==> config.mk <==
export PLATFORM = sky130hd
export DESIGN_NAME = vtsup_core
export DESIGN_NICKNAME = d
export VERILOG_FILES = /design/src/hdl/vtsup_pkg.sv /design/src/hdl/vtsup_rec_if.sv /design/src/hdl/vtsup_rec_store.sv /design/src/hdl/vtsup_core.sv
export VERILOG_INCLUDE_DIRS = /design/src /design/src/hdl
export SDC_FILE = /design/constraint.sdc
export NUM_CORES = 2
export LEC_CHECK = 0
export BUFFER_PORTS_ARGS = -buffer_cell sky130_fd_sc_hd__buf_2
export CORE_ASPECT_RATIO = 1.1
export CORE_MARGIN = 2
export CORE_UTILIZATION = 56
export DETAILED_ROUTE_END_ITERATION = 8
export PLACE_DENSITY = 0.79
export SETUP_SLACK_MARGIN = 0.3
export SLEW_MARGIN = 10
export SYNTH_ARGS = -nofsm -noshare
export SYNTH_HDL_FRONTEND = slang
export SYNTH_SLANG_ARGS = --single-unit
==> constraint.sdc <==
create_clock -name i_clk -period 19.9 [get_ports i_clk]
set_input_delay 4.975 -clock i_clk [delete_from_list [all_inputs] [get_ports i_clk]]
set_output_delay 4.975 -clock i_clk [all_outputs]
set_load 0.01 [all_outputs]
==> src/hdl/vtsup_defines.svh <==
// Purpose: constants of the vt supervision block
// Assumes: 100 MHz clock, 5 ms processing tick
// Notes: times in ns, counts derived from them
`ifndef VTSUP_DEFINES_SVH
`define VTSUP_DEFINES_SVH
`define VTSUP_CLK_PERIOD_NS 10
`define VTSUP_TICK_NS 5000000
`define VTSUP_TICK_CYC (`VTSUP_TICK_NS / `VTSUP_CLK_PERIOD_NS)
`define VTSUP_BLOCK_LEAD_NS 5000000
`define VTSUP_MAX_TIME_TICKS 360000
`define VTSUP_REC_DEPTH 12
`define VTSUP_NUM_EVT 6
`define VTSUP_CNT_W 16
`define VTSUP_MAG_W 16
`define VTSUP_ANG_W 16
`define VTSUP_TIME_W 19
`define VTSUP_STAMP_W 48
`define VTSUP_EVT_START 0
`define VTSUP_EVT_TRIP 1
`define VTSUP_EVT_BLOCK 2
`define VTSUP_EVT_LINE 3
`define VTSUP_EVT_BFUSE 4
`define VTSUP_EVT_LFUSE 5
`define VTSUP_CNT_START 0
`define VTSUP_CNT_BUS 1
`define VTSUP_CNT_LINE 2
`define VTSUP_CNT_BLOCK 3
`endif

==> src/hdl/vtsup_pkg.sv <==
// Purpose: types of the vt supervision block
// Assumes: constants come from vtsup_defines.svh
// Notes: none
`include "vtsup_defines.svh"
package vtsup_pkg;
	typedef enum logic [3:0] {
		VTSUP_IDLE = 4'b0001,
		VTSUP_START = 4'b0010,
		VTSUP_TRIP = 4'b0100,
		VTSUP_BLOCKED = 4'b1000
	} vtsup_state_t;
	typedef enum logic [2:0] {
		VTSUP_C_NORMAL = 3'h0,
		VTSUP_C_START = 3'h1,
		VTSUP_C_LINEFAIL = 3'h2,
		VTSUP_C_BUSFAIL = 3'h3,
		VTSUP_C_BLOCKED = 3'h4
	} vtsup_cond_t;
	typedef enum logic [2:0] {
		VTSUP_B_DEAD = 3'h0,
		VTSUP_B_SEQ_OK = 3'h1,
		VTSUP_B_SEQ_REV = 3'h2,
		VTSUP_B_SEQ_UNDEF = 3'h3,
		VTSUP_B_FAULT = 3'h4
	} vtsup_bus_t;
	typedef enum logic [1:0] {
		VTSUP_V_NONE = 2'h0,
		VTSUP_V_OK = 2'h1,
		VTSUP_V_LOW = 2'h2
	} vtsup_vstat_t;
	typedef enum logic [2:0] {
		VTSUP_M_ON = 3'h0,
		VTSUP_M_BLOCKED = 3'h1,
		VTSUP_M_TEST = 3'h2,
		VTSUP_M_TEST_BLK = 3'h3,
		VTSUP_M_OFF = 3'h4
	} vtsup_mode_t;
	typedef enum logic [1:0] {
		VTSUP_SEQ_OK = 2'h0,
		VTSUP_SEQ_REV = 2'h1,
		VTSUP_SEQ_UNDEF = 2'h2
	} vtsup_seq_t;
	typedef struct packed {
		logic [`VTSUP_STAMP_W-1:0] stamp_ms;
		logic [2:0] event_id;
		vtsup_vstat_t [3:0] vstat;
		vtsup_bus_t sys;
		logic [3:0][`VTSUP_ANG_W-1:0] ang_diff;
		logic [`VTSUP_TIME_W-1:0] remain;
		logic [2:0] set_group;
	} vtsup_rec_t;
endpackage

==> src/hdl/vtsup_rec_if.sv <==
// Purpose: record write and read path between core and store
// Assumes: single clock domain
// Notes: none
`timescale 1ns/1ps
interface vtsup_rec_if;
	import vtsup_pkg::*;
	logic wr;
	vtsup_rec_t wdata;
	logic [3:0] rsel;
	vtsup_rec_t rdata;
	logic [3:0] count;
	modport core(output wr, output wdata, output rsel, input rdata, input count);
	modport store(input wr, input wdata, input rsel, output rdata, output count);
endinterface

==> src/hdl/vtsup_rec_store.sv <==
// Purpose: ring store of the newest operation records
// Assumes: one write per cycle at most
// Notes: read select 0 is the newest record, output is registered
`timescale 1ns/1ps
module vtsup_rec_store import vtsup_pkg::*; #(
	parameter int DEPTH = `VTSUP_REC_DEPTH
) (
	input wire logic i_clk,
	input wire logic i_resetn,
	vtsup_rec_if.store rec
);
	vtsup_rec_t mem [DEPTH];
	logic [3:0] wptr_r;
	logic [3:0] count_r;
	logic [4:0] back;
	logic [4:0] ridx;
	wire logic full = (count_r == 4'(DEPTH));
	assign back = 5'(wptr_r) + 5'(DEPTH) - 5'd1 - 5'(rec.rsel);
	assign ridx = (back >= 5'(DEPTH)) ? back - 5'(DEPTH) : back;
	always_ff @(posedge i_clk or negedge i_resetn) begin
		if (!i_resetn) begin
			wptr_r <= 4'h0;
			count_r <= 4'h0;
		end else if (rec.wr) begin
			// oldest slot is overwritten once full
			wptr_r <= (wptr_r == 4'(DEPTH - 1)) ? 4'h0 : wptr_r + 4'h1;
			count_r <= full ? count_r : count_r + 4'h1;
		end
	end
	always_ff @(posedge i_clk) begin
		if (rec.wr) begin
			mem[wptr_r] <= rec.wdata;
		end
	end
	always_ff @(posedge i_clk or negedge i_resetn) begin
		if (!i_resetn) begin
			rec.rdata <= '0;
		end else begin
			rec.rdata <= (rec.rsel < count_r) ? mem[ridx[3:0]] : '0;
		end
	end
	assign rec.count = count_r;
endmodule

==> src/hdl/vtsup_core.sv <==
// Purpose: vt supervision pick-up, blocking, timing, events, counters, records
// Assumes: inputs synchronous to i_clk, magnitudes and thresholds in one scale
// Notes: pick-up, timing, flags and counters step on the 5 ms tick; events leave and records are read every cycle
`timescale 1ns/1ps
module vtsup_core import vtsup_pkg::*; #(
	parameter int TICK_CYCLES = `VTSUP_TICK_CYC,
	parameter int MAG_W = `VTSUP_MAG_W,
	parameter int ANG_W = `VTSUP_ANG_W,
	parameter int CNT_W = `VTSUP_CNT_W
) (
	input wire logic i_clk,
	input wire logic i_resetn,
	input wire logic [3:0][MAG_W-1:0] i_u_mag,
	input wire logic [3:0][ANG_W-1:0] i_ang_shift,
	input wire logic [MAG_W-1:0] i_low_pickup,
	input wire logic [MAG_W-1:0] i_high_detect,
	input wire logic [ANG_W-1:0] i_ang_limit,
	input wire vtsup_seq_t i_seq,
	input wire logic i_block,
	input wire logic [`VTSUP_TIME_W-1:0] i_op_delay,
	input wire vtsup_mode_t i_mode,
	input wire logic i_force_en,
	input wire vtsup_cond_t i_force_cond,
	input wire logic i_bus_fuse_fail,
	input wire logic i_line_fuse_fail,
	input wire logic i_bus_fuse_chk,
	input wire logic i_line_fuse_chk,
	input wire logic [`VTSUP_NUM_EVT-1:0] i_evt_on_en,
	input wire logic [`VTSUP_NUM_EVT-1:0] i_evt_off_en,
	input wire logic [`VTSUP_STAMP_W-1:0] i_stamp_ms,
	input wire logic [2:0] i_set_group,
	input wire logic i_cnt_clear,
	input wire logic [3:0] i_rec_sel,
	output logic o_tick,
	output logic o_start,
	output logic o_trip,
	output logic o_blocked,
	output vtsup_cond_t o_cond,
	output vtsup_bus_t o_bus_status,
	output vtsup_mode_t o_behaviour,
	output logic [`VTSUP_TIME_W-1:0] o_expected_time,
	output logic signed [`VTSUP_TIME_W:0] o_remaining,
	output logic o_evt_valid,
	output logic [2:0] o_evt_id,
	output logic o_evt_on,
	output logic [`VTSUP_STAMP_W-1:0] o_evt_stamp,
	output logic [3:0][CNT_W-1:0] o_counts,
	output vtsup_rec_t o_rec,
	output logic [3:0] o_rec_count
);
	localparam int NE = `VTSUP_NUM_EVT;
	function automatic logic [3:0] first_set(input logic [2*NE-1:0] v);
		logic [3:0] idx;
		idx = 4'h0;
		for (int i = 2*NE-1; i >= 0; i--) begin
			if (v[i]) begin
				idx = 4'(i);
			end
		end
		return idx;
	endfunction
	function automatic vtsup_vstat_t volt_state(input logic [MAG_W-1:0] u,
		input logic [MAG_W-1:0] lo, input logic [MAG_W-1:0] hi);
		return (u < lo) ? VTSUP_V_NONE : ((u < hi) ? VTSUP_V_LOW : VTSUP_V_OK);
	endfunction

	logic [31:0] tick_cnt_r;
	logic tick;
	vtsup_state_t st_r;
	vtsup_state_t st_nxt;
	logic blk_r;
	logic [`VTSUP_TIME_W-1:0] timer_r;
	logic [`VTSUP_TIME_W-1:0] timer_nxt;
	logic [NE-1:0] flag_r;
	logic [NE-1:0] flag_nxt;
	logic [NE-1:0] pend_on_r;
	logic [NE-1:0] pend_off_r;
	logic [`VTSUP_STAMP_W-1:0] stamp_r;
	logic [3:0][CNT_W-1:0] cnt_r;
	vtsup_rec_if rec_if();

	assign tick = (tick_cnt_r == 32'(TICK_CYCLES - 1));
	always_ff @(posedge i_clk or negedge i_resetn) begin
		if (!i_resetn) begin
			tick_cnt_r <= 32'h0000_0000;
		end else begin
			tick_cnt_r <= tick ? 32'h0000_0000 : tick_cnt_r + 32'h0000_0001;
		end
	end

	// decode of pick-up
	wire logic [2:0] below;
	wire logic [2:0] above;
	wire logic [2:0] shifted;
	genvar g;
	for (g = 0; g < 3; g++) begin : g_phase
		assign below[g] = i_u_mag[g] < i_low_pickup;
		assign above[g] = i_u_mag[g] > i_high_detect;
		assign shifted[g] = i_ang_shift[g] >= i_ang_limit;
	end
	wire logic two_high = (above[0] & above[1]) | (above[0] & above[2]) | (above[1] & above[2]);
	wire logic volt_pick = (|below) | two_high;
	// a steady angle holds pick-up off; no phase moved by the limit
	wire logic pickup = volt_pick & (|shifted);
	wire logic mode_off = (i_mode == VTSUP_M_OFF);
	wire logic mode_blk = (i_mode == VTSUP_M_BLOCKED) | (i_mode == VTSUP_M_TEST_BLK);
	// sampled level used throughout the tick
	wire logic blk_s = tick ? (i_block | mode_blk) : blk_r;
	wire logic bus_dead = &below;
	wire logic line_fail = (i_u_mag[3] < i_low_pickup) & ~bus_dead;
	wire logic [`VTSUP_TIME_W-1:0] timer_inc = timer_r + `VTSUP_TIME_W'(1);

	always_comb begin
		st_nxt = st_r;
		timer_nxt = timer_r;
		case (st_r)
			VTSUP_IDLE: begin
				if (pickup) begin
					st_nxt = blk_s ? VTSUP_BLOCKED : VTSUP_START;
					timer_nxt = '0;
				end
			end
			VTSUP_START: begin
				if (!pickup) begin
					st_nxt = VTSUP_IDLE;
				end else if (blk_s) begin
					st_nxt = VTSUP_BLOCKED;
				end else begin
					timer_nxt = timer_inc;
					if (timer_inc >= i_op_delay) begin
						st_nxt = VTSUP_TRIP;
					end
				end
			end
			VTSUP_TRIP: begin
				if (!pickup) begin
					st_nxt = VTSUP_IDLE;
				end else if (blk_s) begin
					st_nxt = VTSUP_BLOCKED;
				end
			end
			VTSUP_BLOCKED: begin
				if (!pickup) begin
					st_nxt = VTSUP_IDLE;
				end else if (!blk_s) begin
					st_nxt = VTSUP_START;
					timer_nxt = '0;
				end
			end
			default: st_nxt = VTSUP_IDLE;
		endcase
		if (mode_off) begin
			st_nxt = VTSUP_IDLE;
		end
	end

	always_ff @(posedge i_clk or negedge i_resetn) begin
		if (!i_resetn) begin
			st_r <= VTSUP_IDLE;
			timer_r <= '0;
			blk_r <= 1'b0;
		end else if (tick) begin
			st_r <= st_nxt;
			timer_r <= timer_nxt;
			blk_r <= i_block | mode_blk;
		end
	end

	assign flag_nxt[`VTSUP_EVT_START] = (st_nxt == VTSUP_START) | (st_nxt == VTSUP_TRIP);
	assign flag_nxt[`VTSUP_EVT_TRIP] = (st_nxt == VTSUP_TRIP);
	assign flag_nxt[`VTSUP_EVT_BLOCK] = (st_nxt == VTSUP_BLOCKED);
	assign flag_nxt[`VTSUP_EVT_LINE] = line_fail & ~mode_off;
	assign flag_nxt[`VTSUP_EVT_BFUSE] = i_bus_fuse_fail & i_bus_fuse_chk & ~mode_off;
	assign flag_nxt[`VTSUP_EVT_LFUSE] = i_line_fuse_fail & i_line_fuse_chk & ~mode_off;
	wire logic [NE-1:0] rise = tick ? (flag_nxt & ~flag_r) : '0;
	wire logic [NE-1:0] fall = tick ? (~flag_nxt & flag_r) : '0;

	// one event leaves per cycle; an edge on the grant cycle is kept
	wire logic [2*NE-1:0] pend_all = {pend_off_r, pend_on_r};
	wire logic [3:0] grant = first_set(pend_all);
	wire logic [2*NE-1:0] grant_oh = (|pend_all) ? ((2*NE)'(1) << grant) : '0;
	always_ff @(posedge i_clk or negedge i_resetn) begin
		if (!i_resetn) begin
			flag_r <= '0;
			pend_on_r <= '0;
			pend_off_r <= '0;
			stamp_r <= '0;
		end else begin
			if (tick) begin
				flag_r <= flag_nxt;
				stamp_r <= i_stamp_ms;
			end
			pend_on_r <= (pend_on_r & ~grant_oh[NE-1:0]) | (rise & i_evt_on_en);
			pend_off_r <= (pend_off_r & ~grant_oh[2*NE-1:NE]) | (fall & i_evt_off_en);
		end
	end

	always_ff @(posedge i_clk or negedge i_resetn) begin
		if (!i_resetn) begin
			o_evt_valid <= 1'b0;
			o_evt_id <= 3'h0;
			o_evt_on <= 1'b0;
			o_evt_stamp <= '0;
		end else begin
			o_evt_valid <= |pend_all;
			o_evt_id <= (grant >= 4'(NE)) ? 3'(grant - 4'(NE)) : grant[2:0];
			o_evt_on <= (grant < 4'(NE));
			o_evt_stamp <= stamp_r;
		end
	end

	// counters follow rising edges of start, trip, line fail, blocked
	wire logic [3:0] cnt_hit = {rise[`VTSUP_EVT_BLOCK], rise[`VTSUP_EVT_LINE],
		rise[`VTSUP_EVT_TRIP], rise[`VTSUP_EVT_START]};
	for (g = 0; g < 4; g++) begin : g_cnt
		always_ff @(posedge i_clk or negedge i_resetn) begin
			if (!i_resetn) begin
				cnt_r[g] <= '0;
			end else if (cnt_hit[g]) begin
				cnt_r[g] <= i_cnt_clear ? CNT_W'(1) : cnt_r[g] + CNT_W'(1);
			end else if (i_cnt_clear) begin
				cnt_r[g] <= '0;
			end
		end
	end

	wire vtsup_bus_t bus_now = bus_dead ? VTSUP_B_DEAD : (pickup ? VTSUP_B_FAULT :
		(i_seq == VTSUP_SEQ_OK) ? VTSUP_B_SEQ_OK :
		(i_seq == VTSUP_SEQ_REV) ? VTSUP_B_SEQ_REV : VTSUP_B_SEQ_UNDEF);
	wire vtsup_cond_t cond_now = i_force_en ? i_force_cond :
		(st_nxt == VTSUP_BLOCKED) ? VTSUP_C_BLOCKED :
		(st_nxt == VTSUP_TRIP) ? VTSUP_C_BUSFAIL :
		line_fail & ~mode_off ? VTSUP_C_LINEFAIL :
		(st_nxt == VTSUP_START) ? VTSUP_C_START : VTSUP_C_NORMAL;
	wire logic signed [`VTSUP_TIME_W:0] remain_now =
		$signed({1'b0, i_op_delay}) - $signed({1'b0, timer_nxt});
	wire logic [2:0] rec_rise = rise[2:0];
	wire logic [2:0] rec_id = rec_rise[`VTSUP_EVT_START] ? 3'(`VTSUP_EVT_START) :
		rec_rise[`VTSUP_EVT_TRIP] ? 3'(`VTSUP_EVT_TRIP) : 3'(`VTSUP_EVT_BLOCK);

	always_ff @(posedge i_clk or negedge i_resetn) begin
		if (!i_resetn) begin
			rec_if.wr <= 1'b0;
			rec_if.wdata <= '0;
		end else begin
			rec_if.wr <= |rec_rise;
			if (|rec_rise) begin
				rec_if.wdata.stamp_ms <= i_stamp_ms;
				rec_if.wdata.event_id <= rec_id;
				for (int i = 0; i < 4; i++) begin
					rec_if.wdata.vstat[i] <= volt_state(i_u_mag[i], i_low_pickup, i_high_detect);
					rec_if.wdata.ang_diff[i] <= i_ang_shift[i];
				end
				rec_if.wdata.sys <= bus_now;
				rec_if.wdata.remain <= remain_now[`VTSUP_TIME_W] ? '0 :
					remain_now[`VTSUP_TIME_W-1:0];
				rec_if.wdata.set_group <= i_set_group;
			end
		end
	end
	assign rec_if.rsel = i_rec_sel;

	vtsup_rec_store #(.DEPTH(`VTSUP_REC_DEPTH)) u_store (
		.i_clk(i_clk),
		.i_resetn(i_resetn),
		.rec(rec_if.store)
	);

	always_ff @(posedge i_clk or negedge i_resetn) begin
		if (!i_resetn) begin
			o_tick <= 1'b0;
			o_start <= 1'b0;
			o_trip <= 1'b0;
			o_blocked <= 1'b0;
			o_cond <= VTSUP_C_NORMAL;
			o_bus_status <= VTSUP_B_DEAD;
			o_behaviour <= VTSUP_M_ON;
			o_expected_time <= '0;
			o_remaining <= '0;
			o_counts <= '0;
			o_rec <= '0;
			o_rec_count <= 4'h0;
		end else begin
			o_tick <= tick;
			o_behaviour <= i_mode;
			o_expected_time <= i_op_delay;
			o_counts <= cnt_r;
			o_rec <= rec_if.rdata;
			o_rec_count <= rec_if.count;
			if (tick) begin
				o_start <= flag_nxt[`VTSUP_EVT_START];
				o_trip <= flag_nxt[`VTSUP_EVT_TRIP];
				o_blocked <= flag_nxt[`VTSUP_EVT_BLOCK];
				o_cond <= cond_now;
				o_bus_status <= bus_now;
				o_remaining <= (st_nxt == VTSUP_START || st_nxt == VTSUP_TRIP) ?
					remain_now : '0;
			end
		end
	end
endmodule

# --- Word-level counts from Yosys, hierarchy flattened ---
# Memories as Yosys holds them, arrays and structs flattened.
# Index checks and enable logic that the tools add are counted.
# W data, S select, Z words.
word_totals:
  ramBits: 1776
  wordCells: 234
  ff_bits: 812
  n_memories: 1
  input_bits: 279
op_classes:
  bitwise: 31
  shift: 1
  addsub: 14
  mux: 70
  eq_ne: 14
  n_reduce_logical: 12
  order_cmp: 19
memory_table:
  columns: ["memory", "depth", "width", "read_ports", "rd_clocked_by_memory_dff", "write_ports", "line_no", "source"]
  rows:
  - ["u_store.mem", 12, 148, 1, 0, 1, "vtsup_rec_store.sv:12", "vtsup_rec_t mem [DEPTH];"]
ops:
  columns: ["cell", "count"]
  rows:
  - ["$mux W148", 1]
  - ["$mux W16", 9]
  - ["$lt A16 B16 Y1", 8]
  - ["$mux W19", 6]
  - ["$mux W4", 24]
  - ["$add A16 B1 Y16 const B", 4]
  - ["$pmux W19 S3", 1]
  - ["$ge A16 B16 Y1", 3]
  - ["$gt A16 B16 Y1", 3]
  - ["$and A6 B6 Y6", 6]
  - ["$add A32 B1 Y32 const B", 1]
  - ["$eq A32 B19 Y1 const B", 1]
  - ["$mux W32", 1]
  - ["$mux W2", 13]
  - ["$not A6 Y6", 4]
  - ["$mux W20", 1]
  - ["$sub A19 B19 Y20", 1]
  - ["$add A19 B1 Y19 const B", 1]
  - ["$ge A19 B19 Y1", 1]
  - ["$eq A4 B4 Y1 const B", 4]
  - ["$pmux W4 S4", 1]
  - ["$mux W3", 5]
  - ["$mux W12", 1]
  - ["$mux W6", 2]
  - ["30 further kinds", 59]

# --- Logic depth before layout (Yosys ltp) ---
logic_depth:
  ltp_word: 17
  mapped_depth: 24
  depth_no_buf: 21

# --- Modules after synthesis ---
# Synthesis repeated with hierarchy kept, for this count alone.
hier_totals:
  hier_cells: 5807
  area_unflattened_um2: 101586.2
by_module_without_submodules:
  columns: ["mod", "instances", "seq_area_each_um2", "area_each_um2", "cells_per_inst"]
  rows:
  - ["vtsup_rec_store", 1, 57234.9, 72888.7, 3291]
  - ["vtsup_core", 1, 16316.9, 28697.5, 2516]

# --- Worst setup path after synthesis ---
# No wires, ideal clock.
synth_timing:
  kind: "register -> register"
  start: "reg rec_if.wr"
  end: "mem u_store.mem[7][0] (netlist name) (enable)"
  arrival_time_ps: 10721
  slack_ps: 8344
  t_required_ps: 19066
  synth_period_minus_slack_ps: 11556
  stages_incl_launch_ff: 4
  setup_ps: 834
  n_path_buf: 1
  cell_sequence: "dfrtp_1 > clkbuf_1 > inv_1 > nor3_1"
synth_via:
  elab_chain_len: 2
synth_rtl:
  columns: ["item", "line_no", "source"]
  rows:
  - ["from (decl)", "vtsup_rec_if.sv:7", "logic wr;"]
  - ["from (signal assigned)", "vtsup_core.sv:246", "rec_if.wr <= |rec_rise;"]
  - ["$mux W1", "vtsup_rec_store.sv:31", "if (rec.wr) begin"]
  - ["$mux W1 (implied by the code)", "vtsup_rec_store.sv:32", "mem[wptr_r] <= rec.wdata;"]
  - ["to (decl)", "vtsup_rec_store.sv:12", null]
# No other way between the ends.

# --- Worst setup path in the final report ---
layout_timing:
  start: "in i_ang_shift[47] (netlist name)"
  end: "reg rec_if.wdata[11] (netlist name)"
layout_via:
  elab_chain_len: 11
layout_rtl:
  columns: ["item", "line_no", "source"]
  rows:
  - ["from (decl)", "vtsup_core.sv:14", "input wire logic [3:0][ANG_W-1:0] i_ang_shift,"]
  - ["$ge A16 B16 Y1 *", "vtsup_core.sv:99", "assign shifted[g] = i_ang_shift[g] >= i_ang_limit;"]
  - ["$reduce_or A3 Y1 *", "vtsup_core.sv:104", "wire logic pickup = volt_pick & (|shifted);"]
  - ["$and A1 B1 Y1 *", "vtsup_core.sv:104", null]
  - ["branches (longest 8 deep; another with $sub A19 B19 Y20)", null, null]
# Mark *: on every way between the ends.
# A chain may end at the register's enable or synchronous reset.

==> flow_summary_export.csv <==
group,metric,value,unit
yosys,synthCells,5541,
yosys,yosys-top-cells-area,"edfxtp_1 (53%), dfrtp_1 (20%), mux4_2 (9.9%)",
place,gp_congestion,0.908,
yosys,synthArstFlopShare,31.4,%
route,first_pass_iters,6,
floorplan,ioPinCount,600,
floorplan,core-area,177000,µm²
hold_path,min_path_type,"flop to flop",
outcome,status,"completed",
final_layout,final_common_cell,"edfxtp_1",
worst_setup_path,worstPathCellList,"buf_2 -> ha_1 -> a222oi_1 -> nand2_1 -> a2111oi_0 -> o221a_2 -> nand4_1 -> nor2_1 -> or4_1 -> a22oi_1 -> ha_1 -> or3_1 -> or3_1 -> o21ai_0 -> nor4_1 -> o31ai_1 -> a21o_1 -> nor2_1 -> mux2_2",
place,hpwl,142,mm
yosys,yosysTopAreaCellShare,52.9,%
worst_setup_path,r2r_slack,13730,ps
worst_setup_path,reg2regPathDepth,17,
sta,fmax,0.0893,GHz
route,drtIter0Drc,6253,
cts,cts_tree,"done",
yosys,yosysWarnings,0,
floorplan,dieArea,182000,µm²
yosys,synth_edf_count,1764,
yosys,yosys_register_bits,2570,
flow_run,maxCapViolCount,0,
yosys,synthDistinctLibCells,83,
place,placed_area,106000,µm²
pwr,pwr-share-seq,52.5,%
worst_setup_path,crit_cells,19,
cts,clock_path_buffers,3,
pwr,clock_power_share,42.9,%
sta,fin_skew,57.7,ps
worst_setup_path,cp-startpoint,"i_ang_shift[47]",
route,vias_per_cell,6.16,
hold_path,hold_depth,0,
grt,grt_pass1_wl,362,mm
route,drc,0,
sta,fin_crit,11200,ps
grt,grt.overflow.total,0,
cts,cts_made_buffers,235,
cts,postCtsSetupBuffers,0,
cts,clock-root-buffer,"clkbuf_16",
worst_setup_path,path_max_fanout,19,
worst_setup_path,slowest_stage,"nand4_1",
floorplan,die-height,447,µm
worst_setup_path,worstPathArrival,11920,ps
sta,maxSlewViolCount,0,
cts,clkLatencyLatePin,880,ps
yosys,syn_area_per_cell,18.1,µm²
pwr,p_int,8.56,mW
floorplan,start_util,56.4,%
worst_setup_path,worstPathRequired,20620,ps
cts,cts_resized,0,
sta,grt_setup_unrepaired,"no",
final_layout,syn_to_final_growth,14.0,%
grt,grt_max_degree,158,
grt,grt_pass1_vias,56100,
route,drt_wl_total,245,mm
final_layout,nNetsFinal,6721,
sta,worstMarginPinSlew,1200,ps
place,port_buffers,598,
route,wl_per_cell,27.9,µm
cts,cts.hold.buffers_added,0,
route,drtAntennaViolNets,0,
final_layout,final_area,114000,µm²
worst_setup_path,reg2reg_to,"rec_if.wdata[68]",
sta,timing_hold_violations_final,0,
yosys,ys_dominant_reg_cell,"edfxtp_1",
pwr,p_switching,2.37,mW
worst_setup_path,critPathKind,"input port to flop",
cts,clk_pin_slew,60,ps
worst_setup_path,critical-path-top-delay-family,"simple AND/OR/NAND/NOR gates",
sta,tns,0,ps
grt,antenna_found_initial,25,
pwr,p_leak,39.2,nW
cts,cts.sinks,2570,
worst_setup_path,r2r-start,"timer_r[0]",
pwr,p_comb_share,4.7,%
pwr,switching_share,21.6,%
grt,grt_usage,27.1,%
worst_setup_path,cpPeakStageDelay,870,ps
worst_setup_path,crit_path_end,"rec_if.wdata[11]",
worst_setup_path,crit_buf_inv,1,
route,via_count,54200,
worst_setup_path,critPathCaptureType,"flop",
final_layout,final_cell_mix,"edfxtp_1 (1,764), dfrtp_1 (805), buf_2 (596)",
yosys,syn_nets,6055,
floorplan,die_x,407,µm
sta,fin_crit_sh,56.3,%
sta,setup_viol,0,
pwr,p_per_area,95.8,nW/µm²
yosys,yosysTopAreaCell,"edfxtp_1",
pwr,ir_worst_vdd,0.0000965,V
sta,max_slew_margin,19.8,%
final_layout,drive_above_1_share,26.4,%
worst_setup_path,cp-start-kind,"input port",
cts,h-tree-depth,4,
floorplan,row_count,162,
yosys,ys_seq_area_share,73.1,%
yosys,synth.cell_area,100000,µm²
-- power by group through the flow --
stage | clock [mW] | combinational, mW | sequential [mW]
floorplan | 0 | 0.273 | 5.84
global placement | 0 | 0.504 | 5.84
detailed placement | 0 | 0.512 | 5.84
CTS | 4.74 | 0.517 | 5.73
global route | 4.95 | 0.557 | 5.73
finish | 4.68 | 0.513 | 5.73
-- layer usage --
metal | global-route usage (%) | wire, µm | vias to the layer above | part of all wire, %
met2 | 44.0 | 120000 | 2646 | 49
met1 | 36.0 | 93600 | 28200 | 38
li1 | - | - | 22900 | -
met3 | 7.06 | 23400 | 400 | 9.5
met4 | 9.14 | 8200 | 16 | 3.3
met5 | 0 | 106 | - | 0.043
-- per-stage QoR --
step / hold slack [ps] / worst slack, ps / utilization [%] / instances / power [mW]
CTS: 327 / 9080 / 64.3 / 8797 / 11.0
global route: 326 / 8290 / 64.3 / 8801 / 11.2
global placement: 333 / 8340 / 59.7 / 8348 / 6.34
detailed placement: 335 / 8200 / 59.7 / 8348 / 6.35
floorplan: 331 / 8340 / - / 5541 / 6.11
finish: 322 / 8700 / 64.3 / 8804 / 10.9
-- sequential cells by signal, summed over array words and instances, names as in the netlist, 6 cells and up --
register,flops
u_store.mem,1764
o_rec,147
rec_if.wdata,147
u_store.rec.rdata,147
cnt_r,64
o_counts,64
o_evt_stamp,48
stamp_r,48
tick_cnt_r,32
o_remaining,20
o_expected_time,19
timer_r,19
flag_r,6
pend_off_r,6
pend_on_r,6
-- worst min-delay path by stage --
stage	slack [ps]	from	end
CTS	330	u_store.rec.rdata[89]	o_rec[89]
floorplan	330	u_store.rec.rdata[0]	o_rec[0]
finish	320	u_store.rec.rdata[89]	o_rec[89]
global route	330	u_store.rec.rdata[144]	o_rec[144]
global placement	330	u_store.rec.rdata[106]	o_rec[106]
detailed placement	330	u_store.rec.rdata[109]	o_rec[109]
-- synth_stat cells (89+ instances only) --
| library cell | number |
|---|---|
| mux2_2 | 151 |
| ha_1 | 233 |
| inv_1 | 114 |
| o21ai_0 | 93 |
| mux2i_1 | 156 |
| a21oi_1 | 89 |
| edfxtp_1 | 1764 |
| mux4_2 | 441 |
| dfrtp_1 | 805 |
| nor2_1 | 292 |
| a211oi_1 | 170 |
| clkbuf_1 | 189 |
| nand2_1 | 289 |
-- layout make-up --
| class | count | area (µm²) |
|---|---|---|
| sequential | 2570 | 73100 |
| timing repair buffer | 684 | 3700 |
| inverter | 116 | 440 |
| clock inverter | 129 | 1430 |
| fill | 11600 | 63300 |
| antenna | 7 | 17.5 |
| multi-input combinational | 2600 | 25600 |
| clock buffer | 320 | 6780 |
| tap | 2378 | 2980 |
-- logic make-up (layout without fill, tap and decap cells) --
| kind of cell | count (synthesis) | in the layout | share of synthesized area [%] |
|---|---|---|---|
| adders and majority gates | 235 | 235 | 2.95 |
| DFF | 2570 | 2570 | 73.1 |
| and+or+nand+nor | 994 | 994 | 4.71 |
| buffers and inverters | 371 | 1249 | 1.49 |
| muxes | 787 | 787 | 13.6 |
| other | 1 | 8 | 0.00375 |
| AOI/OAI and AO/OA | 514 | 514 | 3.52 |
| xor gates and xnor gates | 69 | 69 | 0.604 |
-- worst register-to-register path, cell delays in order, from the launching register on --
cell,delay [ps]
dfrtp_1,570
ha_1,350
and3_1,210
nand3_1,210
nor2_1,340
and3_1,230
nand3_1,150
xnor2_1,180
ha_1,290
o21ai_0,100
nand2b_1,80
a21oi_1,90
or4_1,540
a311o_4,460
o21ai_0,310
and3_4,660
buf_12,650
mux2_2,640
Note: power is estimated with default switching activity, not from simulation.
